`src/scc_defines.svh`:
```
`ifndef SCC_DEFINES_SVH
`define SCC_DEFINES_SVH

// ****************************************
// register map
// ****************************************
`define SCC_OFS_SETUP_CONTROL    8'h03
`define SCC_OFS_STATIC_LIFT      8'h0e
`define SCC_OFS_RX_THRESHOLD     8'h25
`define SCC_I2C_ADDR             7'h2c
`define SCC_HOLD_BIT             0
`define SCC_HOLD_RST             1'h1
`define SCC_SETUP_RESV_RST       7'h00
`define SCC_LIFT_RESV_RST        4'h0
`define SCC_UNMAPPED_READ        8'h00

// ****************************************
// strap codes
// ****************************************
`define SCC_LIFT_LVL0            4'h0
`define SCC_LIFT_LVL12           4'h2
`define SCC_LIFT_LVL3            4'h6
`define SCC_THR_LOW              8'h00
`define SCC_THR_MID              8'h33
`define SCC_THR_HIGH             8'h66

// ****************************************
// timing
// ****************************************
`define SCC_CLK_PERIOD_NS        10
`define SCC_LINE_SAMPLE_NS       1000
`define SCC_LINE_SAMPLE_CYC      ((`SCC_LINE_SAMPLE_NS + `SCC_CLK_PERIOD_NS - 1) / `SCC_CLK_PERIOD_NS)
`define SCC_BYTE_BITS            4'h8

`endif

```
`src/scc_pkg.sv`:
```
package scc_pkg;

  typedef enum logic [1:0] {
    SCC_THR_STRAP_LOW,
    SCC_THR_STRAP_MID,
    SCC_THR_STRAP_HIGH
  } scc_thr_strap_t;

  typedef enum logic [3:0] {
    ST_IDLE,
    ST_ADDR,
    ST_ADDR_ACK,
    ST_PTR,
    ST_PTR_ACK,
    ST_WDATA,
    ST_WDATA_ACK,
    ST_RDATA,
    ST_RDATA_ACK
  } scc_state_t;

  typedef struct packed {
    logic start;
    logic stop;
    logic rise;
    logic fall;
    logic sda;
  } scc_line_ev_t;

  typedef struct packed {
    logic [7:0] setup;
    logic [7:0] lift;
    logic [7:0] thr;
  } scc_regs_t;

endpackage : scc_pkg

```
`src/scc_config_regs.sv`:
```
`timescale 1ns/1ps
`include "scc_defines.svh"

module scc_config_regs (
  input  wire logic                   ref_clk,
  input  wire logic                   reset,
  input  wire logic                   active_low_reset_pin,
  input  wire logic [1:0]             boost_strap_level,
  input  wire scc_pkg::scc_thr_strap_t rx_strap_level,
  input  wire logic                   scl_in,
  input  wire logic                   sda_in,
  output logic                        sda_out,
  output logic                        sda_oe,
  output logic                        i2c_enabled,
  output logic                        config_hold,
  output logic [3:0]                  static_lift_level,
  output logic [7:0]                  receiver_threshold_level
);

  // ****************************************
  // decode helpers
  // ****************************************
  function automatic logic [3:0] boost_map(input logic [1:0] lvl);
    case (lvl)
      2'h0:    boost_map = `SCC_LIFT_LVL0;
      2'h1:    boost_map = `SCC_LIFT_LVL12;
      2'h2:    boost_map = `SCC_LIFT_LVL12;
      default: boost_map = `SCC_LIFT_LVL3;
    endcase
  endfunction : boost_map

  function automatic logic [7:0] thr_map(input scc_pkg::scc_thr_strap_t lvl);
    case (lvl)
      scc_pkg::SCC_THR_STRAP_MID:  thr_map = `SCC_THR_MID;
      scc_pkg::SCC_THR_STRAP_HIGH: thr_map = `SCC_THR_HIGH;
      default:                     thr_map = `SCC_THR_LOW;
    endcase
  endfunction : thr_map

  function automatic logic [7:0] read_reg(input logic [7:0] ofs, input scc_pkg::scc_regs_t r);
    case (ofs)
      `SCC_OFS_SETUP_CONTROL: read_reg = r.setup;
      `SCC_OFS_STATIC_LIFT:   read_reg = r.lift;
      `SCC_OFS_RX_THRESHOLD:  read_reg = r.thr;
      default:                read_reg = `SCC_UNMAPPED_READ;
    endcase
  endfunction : read_reg

  // ****************************************
  // state
  // ****************************************
  scc_pkg::scc_line_ev_t ev;
  scc_pkg::scc_regs_t    regs_r;
  scc_pkg::scc_state_t   state_r;
  logic [7:0]            shift_r;
  logic [3:0]            cnt_r;
  logic [7:0]            ptr_r;
  logic                  sda_low_r;
  logic                  ack_ok_r;
  logic [7:0]            smp_cnt_r;
  logic                  smp_done_r;
  logic                  i2c_en_r;
  logic                  loading;
  logic                  byte_done;
  logic                  addr_hit;
  logic                  wr_en;
  logic [7:0]            rd_first;
  logic [7:0]            rd_next;

  scc_line_monitor u_line (
    .ref_clk (ref_clk),
    .reset   (reset),
    .scl_in  (scl_in),
    .sda_in  (sda_in),
    .ev      (ev)
  );

  // shutdown while pin low, straps tracked until release
  assign loading   = reset | ~active_low_reset_pin;
  assign byte_done = ev.fall && (cnt_r == `SCC_BYTE_BITS);
  assign addr_hit  = i2c_en_r && (shift_r[7:1] == `SCC_I2C_ADDR);
  assign wr_en     = (state_r == scc_pkg::ST_WDATA) && byte_done;
  assign rd_first  = read_reg(ptr_r, regs_r);
  assign rd_next   = read_reg(ptr_r + 8'h01, regs_r);

  // ****************************************
  // serial port enable after shutdown
  // ****************************************
  always_ff @(posedge ref_clk) begin
    if (loading) begin
      smp_cnt_r  <= 8'h00;
      smp_done_r <= 1'b0;
      i2c_en_r   <= 1'b0;
    end else if (!smp_done_r) begin
      if (smp_cnt_r == 8'(`SCC_LINE_SAMPLE_CYC - 1)) begin
        smp_done_r <= 1'b1;
        i2c_en_r   <= scl_in & sda_in;
      end else begin
        smp_cnt_r <= smp_cnt_r + 8'h01;
      end
    end
  end

  // ****************************************
  // register bank
  // ****************************************
  always_ff @(posedge ref_clk) begin
    if (loading) begin
      regs_r.setup <= {`SCC_SETUP_RESV_RST, `SCC_HOLD_RST};
      regs_r.lift  <= {`SCC_LIFT_RESV_RST, boost_map(boost_strap_level)};
      regs_r.thr   <= thr_map(rx_strap_level);
    end else if (wr_en) begin
      case (ptr_r)
        `SCC_OFS_SETUP_CONTROL: regs_r.setup <= shift_r;
        `SCC_OFS_STATIC_LIFT:   regs_r.lift  <= shift_r;
        `SCC_OFS_RX_THRESHOLD:  regs_r.thr   <= shift_r;
        default: ;
      endcase
    end
  end

  // ****************************************
  // byte protocol engine
  // ****************************************
  always_ff @(posedge ref_clk) begin
    if (loading) begin
      state_r   <= scc_pkg::ST_IDLE;
      shift_r   <= 8'h00;
      cnt_r     <= 4'h0;
      ptr_r     <= 8'h00;
      sda_low_r <= 1'b0;
      ack_ok_r  <= 1'b0;
    end else if (ev.stop) begin
      state_r   <= scc_pkg::ST_IDLE;
      sda_low_r <= 1'b0;
    end else if (ev.start) begin
      state_r   <= scc_pkg::ST_ADDR;
      cnt_r     <= 4'h0;
      sda_low_r <= 1'b0;
    end else begin
      case (state_r)
        scc_pkg::ST_ADDR, scc_pkg::ST_PTR, scc_pkg::ST_WDATA: begin
          if (ev.rise && cnt_r != `SCC_BYTE_BITS) begin
            shift_r <= {shift_r[6:0], ev.sda};
            cnt_r   <= cnt_r + 4'h1;
          end else if (byte_done) begin
            cnt_r <= 4'h0;
            if (state_r == scc_pkg::ST_ADDR) begin
              if (addr_hit) begin
                sda_low_r <= 1'b1;
                state_r   <= scc_pkg::ST_ADDR_ACK;
              end else begin
                state_r <= scc_pkg::ST_IDLE;
              end
            end else if (state_r == scc_pkg::ST_PTR) begin
              ptr_r     <= shift_r;
              sda_low_r <= 1'b1;
              state_r   <= scc_pkg::ST_PTR_ACK;
            end else begin
              ptr_r     <= ptr_r + 8'h01;
              sda_low_r <= 1'b1;
              state_r   <= scc_pkg::ST_WDATA_ACK;
            end
          end
        end
        scc_pkg::ST_ADDR_ACK: begin
          if (ev.fall) begin
            cnt_r <= 4'h0;
            if (shift_r[0]) begin
              shift_r   <= {rd_first[6:0], 1'b0};
              sda_low_r <= ~rd_first[7];
              state_r   <= scc_pkg::ST_RDATA;
            end else begin
              sda_low_r <= 1'b0;
              state_r   <= scc_pkg::ST_PTR;
            end
          end
        end
        scc_pkg::ST_PTR_ACK, scc_pkg::ST_WDATA_ACK: begin
          if (ev.fall) begin
            sda_low_r <= 1'b0;
            state_r   <= scc_pkg::ST_WDATA;
          end
        end
        scc_pkg::ST_RDATA: begin
          if (ev.rise) begin
            cnt_r <= cnt_r + 4'h1;
          end else if (byte_done) begin
            cnt_r     <= 4'h0;
            sda_low_r <= 1'b0;
            state_r   <= scc_pkg::ST_RDATA_ACK;
          end else if (ev.fall) begin
            sda_low_r <= ~shift_r[7];
            shift_r   <= {shift_r[6:0], 1'b0};
          end
        end
        scc_pkg::ST_RDATA_ACK: begin
          if (ev.rise) begin
            ack_ok_r <= ~ev.sda;
          end else if (ev.fall) begin
            if (ack_ok_r) begin
              ptr_r     <= ptr_r + 8'h01;
              shift_r   <= {rd_next[6:0], 1'b0};
              sda_low_r <= ~rd_next[7];
              state_r   <= scc_pkg::ST_RDATA;
            end else begin
              state_r <= scc_pkg::ST_IDLE;
            end
          end
        end
        default: state_r <= scc_pkg::ST_IDLE;
      endcase
    end
  end

  // ****************************************
  // outputs
  // ****************************************
  assign sda_out                  = 1'b0;
  assign sda_oe                   = sda_low_r;
  assign i2c_enabled              = i2c_en_r;
  assign config_hold              = regs_r.setup[`SCC_HOLD_BIT] & i2c_en_r;
  assign static_lift_level        = regs_r.lift[3:0];
  assign receiver_threshold_level = regs_r.thr;
endmodule : scc_config_regs

```
`src/scc_line_monitor.sv`:
```
`timescale 1ns/1ps

// ****************************************
// serial line event detector
// ****************************************
module scc_line_monitor (
  input  wire logic                 ref_clk,
  input  wire logic                 reset,
  input  wire logic                 scl_in,
  input  wire logic                 sda_in,
  output scc_pkg::scc_line_ev_t     ev
);

  logic                 scl_q_r;
  logic                 sda_q_r;
  scc_pkg::scc_line_ev_t ev_r;

  always_ff @(posedge ref_clk) begin
    if (reset) begin
      scl_q_r <= 1'b1;
      sda_q_r <= 1'b1;
    end else begin
      scl_q_r <= scl_in;
      sda_q_r <= sda_in;
    end
  end

  always_ff @(posedge ref_clk) begin
    if (reset) begin
      ev_r <= '0;
      ev_r.sda <= 1'b1;
    end else begin
      ev_r.start <= scl_q_r & scl_in & sda_q_r & ~sda_in;
      ev_r.stop  <= scl_q_r & scl_in & ~sda_q_r & sda_in;
      ev_r.rise  <= ~scl_q_r & scl_in;
      ev_r.fall  <= scl_q_r & ~scl_in;
      ev_r.sda   <= sda_in;
    end
  end

  assign ev = ev_r;

endmodule : scc_line_monitor

```
`config.mk`:
```
export PLATFORM = sky130hd
export DESIGN_NAME = scc_config_regs
export DESIGN_NICKNAME = d
export VERILOG_FILES = /design/src/scc_pkg.sv /design/src/scc_config_regs.sv /design/src/scc_line_monitor.sv
export VERILOG_INCLUDE_DIRS = /design/src
export SDC_FILE = /design/constraint.sdc
export NUM_CORES = 1
export LEC_CHECK = 0
export ABC_CLOCK_PERIOD_IN_PS = 2400
export BUFFER_PORTS_ARGS = -buffer_cell sky130_fd_sc_hd__buf_2
export CAP_MARGIN = 0
export CELL_PAD_IN_SITES_DETAIL_PLACEMENT = 1
export CELL_PAD_IN_SITES_GLOBAL_PLACEMENT = 1
export CORE_UTILIZATION = 30
export DETAILED_ROUTE_END_ITERATION = 12
export PLACE_DENSITY = 0.55
export RECOVER_POWER = 50
export SLEW_MARGIN = 10
export SYNTH_ARGS = -nofsm -noshare
export SYNTH_HDL_FRONTEND = slang
export SYNTH_HIERARCHICAL = 1
export SYNTH_SLANG_ARGS = --single-unit
```
`constraint.sdc`:
```
create_clock -name ref_clk -period 2.4 [get_ports ref_clk]
set_input_delay 0.48 -clock ref_clk [delete_from_list [all_inputs] [get_ports ref_clk]]
set_output_delay 0.48 -clock ref_clk [all_outputs]
set_load 0.05 [all_outputs]
```
==> results.md, run 1 <==
- Status: completed
- Crit. End Element: flip-flop
- Post-Route WL: 12900 µm
- Largest area contributor in the netlist: dfxtp_1
- Leak: 1.67 nW
- CTS buffer count: 9
- Row cnt: 43
- Worst path slowest cell: a2111o_1
- CTS tree: done
- Global-route wire length before repair: 20800 µm
- Post-synth top area share: 25.6%
- Reg clk slew, reported paths: 0.06 ns
- Fin nets: 533
- Die W: 121 µm
- Setup bufs post-CTS: 0
- Ant. Diodes: 0
- Post-CTS sizing: 0
- Final period utilization: 91.0%
- Routed len/inst: 18.4 µm
- Vias in the first global route: 3755
- Crit path max fanout: 13
- Post-synth top flop: dfxtp_1
- Max Clock Skew: 0.00848 ns
- Syn_nets: 517
- Post-Route Setup TNS: 0 ns
- Deepest clock path buffer count: 2
- Most common cell after layout, fill and taps aside: nand2_1
- GRT Total Usage: 19.1%
- FMAX: 0.458 GHz
- Hold Startpoint: sda_in
- Depth of the CTS H-tree: 3
- Post-detail-place hpwl: 9290 µm
- Crit path DAT: 2.43 ns
- Max-cap violations: 0
- Final ANT Viol Nets: 0
- Bufs and invs on worst path: 1
- Dominant cells by area after synthesis: dfxtp_1, edfxtp_1, nand2_1, a21oi_1, nor2_1
- DR iter-0 viols: 171
- Most frequent cells in the layout: nand2_1, dfxtp_1, nor2_1
- Hold Slack: 0.403 ns
- Top Ports: 25
- Delay-heaviest family, CP: compound AO/OA/AOI/OAI gates
- Via count: 3665
- Pwr Density: 572 nW/µm²
- Final min period: 2.18 ns
- Library cells used by synthesis: 80
- Hold-fix buffers, CTS: 0
- # DRC: 0
- Ys async rst share: 0%
- Core Area: 13800 µm²
- Initial antenna violation count: 0
- #FFs+latches synth: 66
- Final setup viols: 0
- Root Buffer: clkbuf_16
- Initial Utilization: 30.6%
- Die area: 14600 µm²
- Post-synth EDFFs: 12
- Pins Over Slew Limit: 0
- Drt pass-1 iters: 4
- Max_slew headroom: 52.8%
- Area Overhead vs Synth: 11.5%
- Worst VDD drop: 0.000380 V
- Crit path largest cell delay: 0.43 ns
- GP Congestion: 0.797
- Synth Instances: 499
- CP Cell Sequence: ha_2 -> o22a_1 -> o21ai_0 -> a2111o_1 -> nor3_2 -> buf_4 -> a222oi_1 -> a311oi_1
- CP Class: flip-flop to flip-flop
- Clock Latency Late Sink: 0.36 ns
- Grt total ovfl: 0
- Crit path launch: ptr_r[1]
- Post-synthesis average cell area: 8.48 µm²
- R2r startpoint: ptr_r[1]
- WP data required: 2.65 ns
- Final hold vios: 0
- Worst hold path type: primary input to flip-flop
- Layout cells sized above 1: 15.6%
- Unrepaired setup endpoints after global routing: no
- Tightest Pin Transition: 0.707 ns
- Largest net degree at the start of global routing: 27
- Cell Area, Synth: 4230 µm²
- Port Buffers: 23
- Sequential area share after synthesis: 34.1%
- YS warnings: 6
- Nature of the critical path startpoint: flip-flop
- Routed vias/inst: 5.24
- Die Y: 121 µm
- TritonCTS Sinks: 66
==> report_power, final <==
part / switching [W] / leakage [nW] / total (W) / internal, W
Sequential: 0.0000277 / 0.566 / 0.00118 / 0.00115
Combinational: 0.000138 / 0.957 / 0.000187 / 0.0000489
Clock: 0.000567 / 0.144 / 0.00133 / 0.000761
==> flip-flops by register name (all words and copies together) (netlist names), 4 cells and up <==
register and count:
cnt_r 4, ptr_r 8, receiver_threshold_level 8, regs_r 12
shift_r 8, smp_cnt_r 8, state_r 4, static_lift_level 4
u_line/ev 5
==> Yosys cell counts (all sizes together), types with 6 or more instances <==
master / number
buf: 35
xnor2: 6
dfxtp: 54
and2: 7
and3: 7
xor2: 6
nand2b: 6
o21ai: 16
a22oi: 12
nand3: 26
inv: 15
a21oi: 37
nor3: 11
clkbuf: 16
a22o: 15
a211oi: 9
nor2: 45
edfxtp: 12
nand3b: 6
mux2i: 6
ha: 9
nand2: 64
==> kinds of logic after synthesis <==
family,share of synthesized area [%]
AOI/OAI and AO/OA,21.9
buffers and inverters,9.76
DFF,34.1
other,0.0887
adders and majority gates,2.66
xor gates and xnor gates,2.66
and+or+nand+nor,27.2
muxes,1.69
==> layer usage <==
layer	wire length (µm)	part of all wire, %	global-route usage (%)	vias up
li1	-	-	-	1821
met1	6310	49	25.5	1786
met2	5910	46	30.5	47
met3	489	3.8	4.01	11
met4	186	1.4	6.25	0
met5	0	0	0	-
==> metrics by stage <==
step | instance area (µm²) | cells | total power [W] | utilization, % | worst slack [ns]
finish | 4710 | 700 | 0.00269 | 34.1 | 0.216
global route | 4710 | 700 | 0.00279 | 34.1 | 0.0299
CTS | 4760 | 700 | 0.00273 | 34.4 | 0.0510
detailed placement | 4480 | 684 | 0.00140 | 32.4 | 0.0800
global placement | 4480 | 684 | 0.00140 | 32.4 | 0.192
floorplan | 4230 | 499 | 0.00136 | - | 0.316
==> area by class of cell <==
class	count	area (µm²)
clock inverters	6	37.5
flip-flops and latches	66	1440
clock buffers	10	250
multi-input cells	367	2360
inverters	15	56.3
repair buffers	56	347
fillers	1636	9110
well taps	180	225
==> worst paths after layout <==
kind / endpoint / slack (ns) / depth (start not counted)
hold reg to reg: u_line/ev[2] / 0.46 / 1
setup reg to reg: shift_r[2] / 0.22 / 8
hold / removal: u_line/ev[4] / 0.40 / 2
setup / recovery: shift_r[2] / 0.22 / 8
Power figures use the tool's default switching activity.
==> run 2, diff against run 1 <==
--- a/config.mk
+++ b/config.mk
@@ -13,10 +13,9 @@
 export CELL_PAD_IN_SITES_GLOBAL_PLACEMENT = 1
 export CORE_UTILIZATION = 30
 export DETAILED_ROUTE_END_ITERATION = 12
-export PLACE_DENSITY = 0.55
+export PLACE_DENSITY = 0.54
 export RECOVER_POWER = 50
 export SLEW_MARGIN = 10
 export SYNTH_ARGS = -nofsm -noshare
 export SYNTH_HDL_FRONTEND = slang
-export SYNTH_HIERARCHICAL = 1
 export SYNTH_SLANG_ARGS = --single-unit
==> run 2 against run 1 <==
  * Clock power up 7%
  * Maximum frequency down 3.2%
  * Sequential share of layout area down 0.74 points
  * Via count up 3.1%
  * Hold slack gained 0.0057 ns
  * Combinational power barely moved
  * Flip-flop and latch count stayed put
  * Highest routed layer unchanged
==> results.md, run 2 <==
- FMAX: 0.443 GHz (was 0.458 GHz)
- Die Y: 119 µm (was 121 µm)
- Dominant cells by area after synthesis: dfxtp_1, edfxtp_1, nor2_1, a21oi_1, a222oi_1 (was dfxtp_1, edfxtp_1, nand2_1, a21oi_1, nor2_1)
- Layout cells sized above 1: 17.5% (was 15.6%)
- Port Buffers: 23 (unchanged)
- Depth of the CTS H-tree: 3 (unchanged)
- Largest net degree at the start of global routing: 26 (was 27)
- Area Overhead vs Synth: 17.3% (was 11.5%)
- Drt pass-1 iters: 8 (was 4)
- Unrepaired setup endpoints after global routing: no (unchanged)
- WP data required: 2.66 ns (was 2.65 ns)
- Grt total ovfl: 0 (unchanged)
- GR Util met1: 24.1% (was 25.5%)
- Most frequent cells in the layout: dfxtp_1, nor2_1, buf_4 (was nand2_1, dfxtp_1, nor2_1)
- Commonest cells post-synth: dfxtp_1, nor2_1, nand2_1 (was nand2_1, dfxtp_1, nor2_1)
- Post-Route WL: 12600 µm (was 12900 µm)
- Worst path slowest cell: or3_1 (was a2111o_1)
- Syn_nets: 498 (was 517)
- Post-synth top area share: 26.3% (was 25.6%)
- Deepest clock path buffer count: 2 (unchanged)
- Routed len/inst: 18.3 µm (was 18.4 µm)
- Fin util: 36.3% (was 34.1%)
- CP Cell Sequence: buf_4 -> inv_1 -> ha_1 -> and4b_1 -> nor3_1 -> or3_1 -> o21ai_1 -> nand3_1 -> o211ai_1 (was ha_2 -> o22a_1 -> o21ai_0 -> a2111o_1 -> nor3_2 -> buf_4 -> a222oi_1 -> a311oi_1)
- Library cells used by synthesis: 71 (was 80)
- Post-synth top flop: dfxtp_1 (unchanged)
- Max Clock Skew: 0.00628 ns (was 0.00848 ns)
- CP Class: flip-flop to flip-flop (unchanged)
- DR iter-0 viols: 331 (was 171)
- Clock Latency Late Sink: 0.34 ns (was 0.36 ns)
- Vias in the first global route: 3931 (was 3755)
- Tightest Pin Transition: 0.977 ns (was 0.707 ns)
- Nature of the critical path startpoint: flip-flop (unchanged)
- Final hold vios: 0 (unchanged)
- Worst hold path type: primary input to flip-flop (unchanged)
- Ys async rst share: 0% (unchanged)
- Dpl ws: -0.0136 ns (was 0.0800 ns)
- Max_slew headroom: 34.9% (was 52.8%)
- CTS tree: done (unchanged)
- Via count: 3778 (was 3665)
- Hold-fix buffers, CTS: 0 (unchanged)
- Post-detail-place hpwl: 9430 µm (was 9290 µm)
- Row cnt: 42 (was 43)
- Most common cell after layout, fill and taps aside: dfxtp_1 (was nand2_1)
- Most Crowded Layer GR: met2 (unchanged)
- GRT Total Usage: 18.9% (was 19.1%)
- Post-synth EDFFs: 12 (unchanged)
- Root Buffer: clkbuf_16 (unchanged)
- Met3 Usage GRT: 3.78% (was 4.01%)
- Max-cap violations: 0 (unchanged)
- Global-route wire length before repair: 20700 µm (was 20800 µm)
- Bufs and invs on worst path: 2 (was 1)
- M2 GR Usage: 31.1% (was 30.5%)
- Fin nets: 528 (was 533)
- Final min period: 2.26 ns (was 2.18 ns)
- Post-synthesis average cell area: 8.58 µm² (was 8.48 µm²)
- Initial antenna violation count: 0 (unchanged)
- FILL cells: 1550 (was 1636)
- Final setup viols: 0 (unchanged)
- CTS buffer count: 9 (unchanged)
- Crit path largest cell delay: 0.48 ns (was 0.43 ns)
- TritonCTS Sinks: 66 (unchanged)
- Sequential area share after synthesis: 35.0% (was 34.1%)
- Crit path max fanout: 9 (was 13)
- Largest area contributor in the netlist: dfxtp_1 (unchanged)
- Leak: 1.77 nW (was 1.67 nW)
- Core Area: 13300 µm² (was 13800 µm²)
- #FFs+latches synth: 66 (unchanged)
- # DRC: 0 (unchanged)
- Largest register FFs: 12 (unchanged)
- Final period utilization: 94.0% (was 91.0%)
- Biggest register: regs_r (unchanged)
- Final ANT Viol Nets: 0 (unchanged)
- Synth Instances: 480 (was 499)
- Pwr Density: 577 nW/µm² (was 572 nW/µm²)
- Cell Area, Synth: 4120 µm² (was 4230 µm²)
- Top-count cell post-synth: dfxtp_1 (was nand2_1)
- Reg clk slew, reported paths: 0.06 ns (about the same)
- Top Ports: 25 (unchanged)
- Pins Over Slew Limit: 0 (unchanged)
- Initial Utilization: 31.0% (was 30.6%)
- Crit path DAT: 2.52 ns (was 2.43 ns)
- YS warnings: 0 (was 6)
- Setup slack after layout: 0.143 ns (was 0.216 ns)
- Die area: 14200 µm² (was 14600 µm²)
- Status: completed (unchanged)
- GP Congestion: 0.874 (was 0.797)
- Die W: 119 µm (was 121 µm)
- Delay-heaviest family, CP: simple AND/OR/NAND/NOR gates (was compound AO/OA/AOI/OAI gates)
- Worst VDD drop: 0.000406 V (was 0.000380 V)
- Routed vias/inst: 5.47 (was 5.24)
- Crit. End Element: flip-flop (unchanged)
- Ant. Diodes: 0 (unchanged)
## run 2: cell count changes after synthesis, sizes merged, moves of 9 or more
cell    change
a222oi     +11
a22o       -12
a22oi       -9
nand2      -28
o21ai      +11
## run 2: cell type report
class / count / area (µm²) / share of cell area, %
inverter: 13 / 48.8 / 1.01
multi-input combinational: 354 / 2370 / 49.1
clock buffer: 13 / 250 / 5.18
timing repair buffer: 66 / 434 / 8.99
sequential: 66 / 1440 / 29.9
tap: 176 / 220 / 4.56
clock inverter: 3 / 65.1 / 1.35
## run 2: path summary, 6_finish.rpt
kind,startpoint,to,slack (ns),depth (start not counted)
setup / recovery,ptr_r[0],shift_r[3],0.14,9
hold / removal,sda_in,u_line.ev[4],0.41,2
hold reg to reg,u_line.scl_q_r,u_line.ev[1],0.45,2
setup reg to reg,ptr_r[0],shift_r[3],0.14,9
## run 2: repair_timing
item                       CTS  global route
buffers inserted             0             2
setup endpoints to repair    1             6
gates resized for setup      1             3
pin swaps                    0             1
## run 2: kinds of logic after synthesis
kind of cell / count (synthesis) / share of synthesized area, %
AND/OR/NAND/NOR: 197 / 26.6
AO/OA/AOI/OAI: 128 / 23.5
flip-flops: 66 / 35.0
buffers and inverters: 60 / 7.66
multiplexers: 10 / 2.43
adder cells (fa/ha/maj): 9 / 2.73
XOR/XNOR: 9 / 1.91
other: 1 / 0.0911
## run 2: per-layer routing
metal | wire length (µm) | share of wire (%)
met4 | 254 | 2.0
met5 | 0 | 0
met3 | 503 | 4.0
met2 | 6060 | 48
met1 | 5810 | 46
## run 2: where the power goes
part / internal, W / switching [W]
sequential: 0.00115 / 0.0000271
clock: 0.000937 / 0.000482
combinational: 0.0000518 / 0.000136
total: 0.00214 / 0.000645
## run 2: stage by stage
stage / total power (W) / cell area (µm²) / setup TNS [ns] / instances / hold WS, ns
after detailed placement: 0.00140 / 4520 / -0.0136 / 673 / 0.449
after global routing: 0.00289 / 4830 / 0 / 691 / 0.434
final: 0.00279 / 4830 / 0 / 691 / 0.409
after CTS: 0.00284 / 4840 / 0 / 689 / 0.339
after floorplan: 0.00135 / 4120 / 0 / 480 / 0.417
after global placement: 0.00140 / 4520 / 0 / 673 / 0.441
